==> src/verilog/wdc_pkg.sv <==
// constants for the keyboard-controller watchdog countdown block
// assumes an 8-bit memory-mapped register port and a free-running 32 kHz input
package wdc_pkg;
	// =====================================================
	// register map
	localparam logic [15:0] WDC_ADDR_CTRL = 16'h7f37;
	localparam logic [15:0] WDC_ADDR_COUNT = 16'h7f38;
	localparam int WDC_BIT_UNLOCK = 0;
	localparam int WDC_BIT_RUN = 1;
	localparam logic [7:0] WDC_CTRL_RESET = 8'h00;
	localparam logic [7:0] WDC_COUNT_RESET = 8'hff;
	localparam logic [7:0] WDC_COUNT_OFF = 8'h00;
	localparam logic [7:0] WDC_COUNT_LAST = 8'h01;
	localparam logic [7:0] WDC_READ_NONE = 8'h00;
	// =====================================================
	// prescaler: one countdown step every 512 slow-clock edges
	localparam int WDC_PRESC_W = 9;
	localparam logic [8:0] WDC_PRESC_RESET = 9'h000;
	localparam logic [8:0] WDC_PRESC_LAST = 9'h1ff;
endpackage

==> src/verilog/wdc_slow_sync.sv <==
// slow-clock edge detector for the watchdog prescaler
// assumes slow_clk_i is asynchronous to sys_clk_i and much slower
`timescale 1ns/10ps
`default_nettype none
module wdc_slow_sync (
	input wire logic sys_clk_i,
	input wire logic rst_i,
	input wire logic slow_clk_i,
	output logic edge_o
);
	logic s1_reg;
	logic s2_reg;
	logic s3_reg;
	logic edge_reg;
	wire logic rise_next;

	// =====================================================
	// three-stage capture; only stages two and three are compared
	assign rise_next = s2_reg & ~s3_reg;

	always_ff @(posedge sys_clk_i or posedge rst_i) begin
		if (rst_i) begin
			s1_reg <= 1'b0;
			s2_reg <= 1'b0;
			s3_reg <= 1'b0;
			edge_reg <= 1'b0;
		end else begin
			s1_reg <= slow_clk_i;
			s2_reg <= s1_reg;
			s3_reg <= s2_reg;
			edge_reg <= rise_next;
		end
	end

	assign edge_o = edge_reg;
endmodule
`default_nettype wire

==> src/verilog/wdc_watchdog.sv <==
// watchdog countdown: 8-bit down counter behind a 9-bit prescaler
// assumes rst_i is the main power-on reset and that main_power_on_reset_o is wired back to it
//
// How it works
// - eight-bit countdown stepped by a nine-bit prescaler on the 32 kHz clock
// - countdown steps once per 512 slow-clock edges, about 16 ms
// - interval runs 16 ms to 4.08 s in 16 ms steps by loaded count
// - underflow while running raises main power-on reset
// - slow clock keeps running in idle and sleep, so counting goes on
// - inactive after reset; starts when firmware sets run-enable bit D1
// - count writes take effect only while reload-unlock bit D0 is set
// - any count write clears reload-unlock
// - load 01h gives one step, 0FFh gives the longest interval
// - accepted write of 00h clears run-enable and reload-unlock
// - every count load restarts the prescaler from zero
// - run-enable clears only by reset or unlock-then-write-zero
`timescale 1ns/10ps
`default_nettype none
module wdc_watchdog
	import wdc_pkg::*;
(
	input wire logic sys_clk_i,
	input wire logic rst_i,
	input wire logic slow_clk_i,
	input wire logic [15:0] mmcr_addr_i,
	input wire logic [7:0] mmcr_wdata_i,
	input wire logic mmcr_wr_i,
	input wire logic mmcr_rd_i,
	output logic [7:0] mmcr_rdata_o,
	output logic dog_run_enable_o,
	output logic main_power_on_reset_o
);
	logic run_reg;
	logic unlock_reg;
	logic [7:0] count_reg;
	logic [WDC_PRESC_W-1:0] presc_reg;
	logic por_reg;
	logic [7:0] rdata_reg;
	logic [7:0] rdata_next;
	wire logic slow_edge;

	// =====================================================
	// slow clock edge, runs regardless of controller power state
	wdc_slow_sync u_sync (
		.sys_clk_i(sys_clk_i),
		.rst_i(rst_i),
		.slow_clk_i(slow_clk_i),
		.edge_o(slow_edge)
	);

	// =====================================================
	// register decode
	wire logic sel_ctrl = mmcr_addr_i == WDC_ADDR_CTRL;
	wire logic sel_count = mmcr_addr_i == WDC_ADDR_COUNT;
	wire logic wr_ctrl = mmcr_wr_i & sel_ctrl;
	wire logic wr_count = mmcr_wr_i & sel_count;
	wire logic load = wr_count & unlock_reg;
	wire logic load_zero = load & (mmcr_wdata_i == WDC_COUNT_OFF);
	wire logic active = run_reg & ~por_reg;
	wire logic step = active & slow_edge & (presc_reg == WDC_PRESC_LAST);
	wire logic underflow = step & (count_reg <= WDC_COUNT_LAST) & ~load;
	wire logic [7:0] ctrl_view = {6'h00, run_reg, unlock_reg};

	assign rdata_next = ~mmcr_rd_i ? WDC_READ_NONE :
		sel_ctrl ? ctrl_view :
		sel_count ? count_reg : WDC_READ_NONE;

	// =====================================================
	// control bits
	always_ff @(posedge sys_clk_i or posedge rst_i) begin
		if (rst_i) begin
			run_reg <= 1'b0;
			unlock_reg <= 1'b0;
		end else begin
			if (load_zero) begin
				run_reg <= 1'b0;
			end else if (wr_ctrl & mmcr_wdata_i[WDC_BIT_RUN]) begin
				run_reg <= 1'b1;
			end
			if (wr_count) begin
				unlock_reg <= 1'b0;
			end else if (wr_ctrl) begin
				unlock_reg <= mmcr_wdata_i[WDC_BIT_UNLOCK];
			end
		end
	end

	// =====================================================
	// countdown and prescaler; a load wins over a step in the same cycle
	always_ff @(posedge sys_clk_i or posedge rst_i) begin
		if (rst_i) begin
			count_reg <= WDC_COUNT_RESET;
			presc_reg <= WDC_PRESC_RESET;
		end else if (load) begin
			count_reg <= mmcr_wdata_i;
			presc_reg <= WDC_PRESC_RESET;
		end else if (active & slow_edge) begin
			presc_reg <= presc_reg + 9'h001;
			if (step & ~underflow) begin
				count_reg <= count_reg - 8'h01;
			end
		end
	end

	// =====================================================
	// reset request stays up until the main reset comes back to us,
	// so a slow reset tree cannot miss it
	always_ff @(posedge sys_clk_i or posedge rst_i) begin
		if (rst_i) begin
			por_reg <= 1'b0;
			rdata_reg <= WDC_READ_NONE;
		end else begin
			if (underflow) begin
				por_reg <= 1'b1;
			end
			rdata_reg <= rdata_next;
		end
	end

	assign mmcr_rdata_o = rdata_reg;
	assign dog_run_enable_o = run_reg;
	assign main_power_on_reset_o = por_reg;
endmodule
`default_nettype wire

==> config.mk <==
export PLATFORM = sky130hd
export DESIGN_NAME = wdc_watchdog
export DESIGN_NICKNAME = d
export VERILOG_FILES = /design/src/verilog/wdc_pkg.sv /design/src/verilog/wdc_slow_sync.sv /design/src/verilog/wdc_watchdog.sv
export SDC_FILE = /design/constraint.sdc
export NUM_CORES = 1
export LEC_CHECK = 0
export CAP_MARGIN = 20
export CORE_ASPECT_RATIO = 0.6
export CORE_MARGIN = 8
export CORE_UTILIZATION = 50
export CTS_BUF_LIST = sky130_fd_sc_hd__clkbuf_8
export CTS_CLUSTER_SIZE = 28
export DETAILED_ROUTE_END_ITERATION = 7
export DONT_BUFFER_PORTS = 1
export RECOVER_POWER = 100
export SYNTH_ARGS = -nofsm -noshare
export SYNTH_HDL_FRONTEND = slang
export SYNTH_SLANG_ARGS = --single-unit
==> constraint.sdc <==
create_clock -name sys_clk_i -period 2.5 [get_ports sys_clk_i]
set_clock_uncertainty 0.15 [all_clocks]
set_input_delay 0.5 -clock sys_clk_i [delete_from_list [all_inputs] [get_ports sys_clk_i]]
set_output_delay 0.5 -clock sys_clk_i [all_outputs]
set_load 0.1 [all_outputs]
==> results of run 1 <==
[layout make-up]
class	count	share of cell area (%)
sequential	32	47.0
multi-input combinational	102	39.2
clock buffer	7	5.58
timing repair buffer	15	3.84
tap	42	3.05
inverter	5	1.09
clock inverter	1	0.218
[cells by family (layout without fill, tap and decap cells)]
| family | after synthesis | count (layout) | share of synthesized area (%) |
|---|---|---|---|
| DFF | 32 | 32 | 53.2 |
| xor gates and xnor gates | 12 | 12 | 6.90 |
| and+or+nand+nor | 65 | 65 | 23.8 |
| AOI/OAI and AO/OA | 18 | 18 | 8.38 |
| muxes | 3 | 3 | 2.30 |
| adders and majority gates | 4 | 4 | 3.29 |
| buffers and inverters | 8 | 28 | 2.05 |
[worst max-delay path, stage by stage, from the launching register on]
cell     delay, ns
dfstp_1       0.42
or4_1         0.62
o41ai_4       0.49
nor4_2        0.09
xor2_1        0.16
mux2_4        0.26
[path summary, 6_finish.rpt]
check | startpoint | endpoint | slack [ns] | cells after the start
setup / recovery | count_reg[2]$_DFFE_PP1P_ | count_reg[7]$_DFFE_PP1P_ | 0.25 | 5
hold / removal | slow_clk_i | u_sync.s1_reg$_DFF_PP0_ | 0.1 | 0
setup reg to reg | count_reg[2]$_DFFE_PP1P_ | count_reg[7]$_DFFE_PP1P_ | 0.25 | 5
hold reg to reg | u_sync.s1_reg$_DFF_PP0_ | u_sync.s2_reg$_DFF_PP0_ | 0.21 | 0
max in group asynchronous | rst_i | unlock_reg$_DFFE_PP0P_ | 0.72 | 2
min in group asynchronous | rst_i | mmcr_rdata_o[7]$_DFF_PP0_ | 0.52 | 2
[placed cells by master, fill, tap and decap left out, drive strengths merged, types with 2 or more instances in the layout]
cell type   n
o21ai       9
inv         6
nand2      14
nor4        6
or3         3
mux2i       2
dfstp       8
nand4       4
and4b       2
a22oi       2
buf         2
and2        6
xnor2       7
and3        3
xor2        5
clkbuf     20
ha          4
nor3        3
a21oi       3
dfrtp      24
nand4b      3
nor2       15
[per-stage QoR]
step	cell area (sq um)	instances	hold WS, ns	worst slack (ns)	power, mW
after global routing	1730	204	0.0818	0.111	0.995
after global placement	1680	196	0.189	0.371	0.552
after floorplan	1520	142	0.181	0.130	0.546
final	1730	204	0.0981	0.247	0.963
after detailed placement	1680	196	0.194	0.312	0.553
after CTS	1780	204	0.0460	0.331	0.978
[layer usage]
metal	GRT usage, %	vias to the layer above	wire length [um]	part of all wire, %
li1	-	539	-	-
met1	17.9	511	1610	52
met2	16.6	55	1170	37
met3	5.83	3	324	10
met4	5.10	0	17	0.54
met5	0	-	0	0
[power groups by stage]
stage,logic [mW],registers (mW),clock network [mW]
detailed placement,0.0197,0.533,0
global placement,0.0192,0.533,0
global route,0.0209,0.524,0.450
CTS,0.0197,0.524,0.434
finish,0.0179,0.524,0.421
floorplan,0.0140,0.532,0
==> out/results.ini, run 1 <==
[status]
status=finished with violations
violations=max-capacitance violations, max-slew violations

[drt]
wl_per_cell_um=15.3
vias=1108
via_per_inst=5.43
wirelength_um=3130
first_pass_iters=4
drc_errors=0
drtIter0Drc=81
antenna_left=0

[cts]
cts_buffers=5
postCtsResizedCells=0
cts_tree=yes
cts_buffer_depth=2
clk_pin_slew_worst_paths_ns=0.06
cts_root_buf=clkbuf_8
cts_hold_buf=0
cts_setup_buffers=0
htree_levels=2
cts_num_sinks=32
clk_latency_ns=0.28

[setup_path]
critPathLaunchType=register
path_max_fanout=9
critical_path_class=register to register
critPathArrivalTime_ns=2.31
required_ns=2.56
endpoint_kind=register

[timing]
worst_slew_pin_slew_ns=1.63
finalHoldViolCount=0
relSlewSlack_pct=-8.91
tns_ns=0
setup_violations=0
finalCritPeriodShare_pct=90.1
fmaxAchievable_mhz=444
rsz0062_at_grt=false
period_needed_ns=2.25
maxSlewViolCount=33

[synth]
syn_area_sq_mm=0.00152
syn_avg_cell_area_sq_um=10.7
synth_fp_nets=175
synth.area.top_cells=dfrtp_1 (39%), dfstp_2 (14%), xnor2_1 (4.0%)
yosys-top-cells-count=dfrtp_1 (24), nor2_1 (15), nand2_1 (14)
synthCells=142
synth_most_common_cell=dfrtp_1
synth_seq_cells=32
synth.yosys.seq_area_share_pct=53.2
synth_top_cell_by_area=dfrtp_1
synth.top_cell.area_share_pct=39.4
synth_cell_types=36
synth_edf_count=0
ys_warn_count=0
yosys_most_used_dff=dfrtp_1
synth-async-reset-ratio_pct=100

[layout]
multiInputGateArea_sq_um=677
fillers=282
drive_gt1_share_pct=15.4
fin_util_pct=59.7
layout.nets=194
largest_register_ffs=9
syn_to_final_growth_pct=13.3
n_antenna_cell=0
regArea_sq_um=811

[place]
routabilityCongestion=0.866
io_buffers=0
hpwl_um=2460

[floorplanning]
dieArea_sq_mm=0.00513
die_x_um=87.2
row_count=15
die_y_um=58.7
start_util_pct=52.7
core_sq_mm=0.00289
ios=39

[global_route]
grt_pass1_wl_um=5000
grt_max_degree=33
grt_usage_pct=12.9
grt_pass1_vias=1072
antenna_found_initial=0
grt_overflow_total=0

[pwr]
seq_power_share_pct=54.5
sw_frac_of_total_pct=19.6
ir_drop_v=0.000301
powerDensity_mw_per_mm2=558
power_frac_comb_pct=1.9
p_switching_mw=0.188
p_leak_nw=0.687
power_frac_clock_pct=43.7
p_int_mw=0.774

[hold_path]
min_path_type=input port to register

[flow_run]
maxCapViolCount=1

Power figures use the tool's default switching activity.
==> inputs of run 2 (changes only) <==
==> constraint.sdc (replaced) <==
create_clock -name sys_clk_i -period 2.8 [get_ports sys_clk_i]
set_clock_uncertainty 0.15 [all_clocks]
set_input_delay 0.56 -clock sys_clk_i [delete_from_list [all_inputs] [get_ports sys_clk_i]]
set_output_delay 0.56 -clock sys_clk_i [all_outputs]
set_load 0.1 [all_outputs]
==> run 2 against run 1 <==
Effect of this change:
- the flow now finishes without violations
- count of clock-buffer cells in the layout down 2
- clock power down 1%
- critical endpoint unchanged
- die area unchanged
- cell count down 4.4%
- total power down 6.4%
- critical path type unchanged
==> out/results.ini, run 2 (synthesis results as in run 1) <==
[setup_path]
crit_path_top_delay_cell=o41ai_2
endpoint_kind=register
crit_cells=5
crit_path_cell_trace=or4_1 > o41ai_2 > nor4_2 > xor2_1 > mux2_4
path_buf_inv=0
critical_path_class=register to register
required_ns=2.85
rr_endpoint=count_reg[7]$_DFFE_PP1P_
critPathLaunchType=register
crit_path_max_incr_delay_ns=0.68
r2r_setup_slack_ns=0.39
crit_family=compound AO/OA/AOI/OAI gates
reg2regPathDepth=5
regToRegStartpoint=count_reg[2]$_DFFE_PP1P_
path_max_fanout=9
critPathArrivalTime_ns=2.46

[layout]
drive_gt1_share_pct=15.0
syn_to_final_growth_pct=11.1
layout.nets=185
final_common_cell=dfrtp_1
n_antenna_cell=0
fillers=267
stdcell_count=195
largest_register_ffs=9
multiInputGateArea_sq_um=666
regArea_sq_um=811
final_cell_mix=dfrtp_1 (24), nor2_1 (15), nand2_1 (14), o21ai_0 (9)
fin_area_sq_mm=0.00169

[hold_path]
hold_end=u_sync.s1_reg$_DFF_PP0_
min_path_type=input port to register
hold_path_startpoint=slow_clk_i
hold_depth=0

[drt]
vias=1067
wl_per_cell_um=15.9
antenna_left=0
drc_errors=0
drtIter0Drc=57
wirelength_um=3100
first_pass_iters=4
via_per_inst=5.47

[pwr]
powerDensity_mw_per_mm2=533
seq_power_share_pct=51.9
p_int_mw=0.732
sw_frac_of_total_pct=18.8
power_frac_comb_pct=1.9
ir_drop_v=0.000316
p_switching_mw=0.169
power_frac_clock_pct=46.2
p_leak_nw=0.674

[cts]
cts_buffers=5
cts_tree=yes
clk_latency_ns=0.27
postCtsResizedCells=0
cts_root_buf=clkbuf_8
cts_buffer_depth=2
cts_num_sinks=32
clk_pin_slew_worst_paths_ns=0.07
htree_levels=2

[timing]
rsz0062_at_grt=false
tns_ns=0
worst_slew_pin_slew_ns=1.26
fmaxAchievable_mhz=416
setup_violations=0
worst_slack_ns=0.394
relSlewSlack_pct=16.2
finalCritPeriodShare_pct=85.9
maxSlewViolCount=0
finalHoldViolCount=0
period_needed_ns=2.41

[floorplanning]
start_util_pct=52.7
dieArea_sq_mm=0.00513
row_count=15
die_x_um=87.2
ios=39
die_y_um=58.7
core_sq_mm=0.00289

[status]
status=finished, final reports clean

[place]
io_buffers=0
routabilityCongestion=0.763
place_area_sq_mm=0.00160
post-place-cells=186
hpwl_um=2410
dp_slack_ns=0.585

[global_route]
grt_overflow_total=0
grt_max_degree=25
grt_usage_pct=13.3
grt_pass1_vias=1145
antenna_found_initial=0
grt_pass1_wl_um=5310

[flow_run]
maxCapViolCount=0

[run 2: power groups by stage]
stage                     sequential (mW)  combinational, mW  clock (mW)
after floorplan                     0.475             0.0125           0
after global placement              0.476             0.0174           0
after detailed placement            0.476             0.0179           0
after CTS                           0.468             0.0189       0.427
after global routing                0.468             0.0201       0.448
final                               0.468             0.0171       0.416
[run 2: worst max path at each step]
stage,from,end,slack [ns]
after floorplan,dog_run_enable_o$_DFFE_PP0P_,presc_reg[5]$_DFFE_PP0P_,0.43
after global placement,count_reg[2]$_DFFE_PP1P_,count_reg[7]$_DFFE_PP1P_,0.64
after detailed placement,presc_reg[3]$_DFFE_PP0P_,count_reg[7]$_DFFE_PP1P_,0.58
after CTS,presc_reg[3]$_DFFE_PP0P_,count_reg[7]$_DFFE_PP1P_,0.57
after global routing,rst_i,presc_reg[2]$_DFFE_PP0P_,0.21
final,count_reg[2]$_DFFE_PP1P_,count_reg[7]$_DFFE_PP1P_,0.39
[run 2: cell type report]
class                   instances  share of cell area, %
clock buffers                   5                   4.07
multi-input cells             102                   39.3
clock inverters                 3                   2.29
repair buffers                  6                   2.14
flip-flops and latches         32                   47.9
well taps                      42                   3.11
inverters                       5                   1.11
[run 2: through the flow]
step / power [mW] / utilization (%) / hold slack, ns
finish: 0.901 / 58.5 / 0.164
global route: 0.935 / 58.5 / 0.145
CTS: 0.913 / 59.4 / 0.154
detailed placement: 0.494 / 55.4 / 0.194
global placement: 0.493 / 55.4 / 0.188
floorplan: 0.488 / - / 0.181
[run 2: per-layer routing]
metal	vias up	share of wire, %	wire length, um	track usage [%]
met2	44	40	1240	18.6
li1	519	-	-	-
met1	502	50	1560	18.1
met4	0	0.26	8	2.91
met5	-	0	0	0
met3	2	9.6	298	5.96
[run 2: timing repair]
action / in CTS / in global routing
setup buffers: 0 / 0
hold endpoints to repair: 6 / 0
hold buffers: 1 / 0
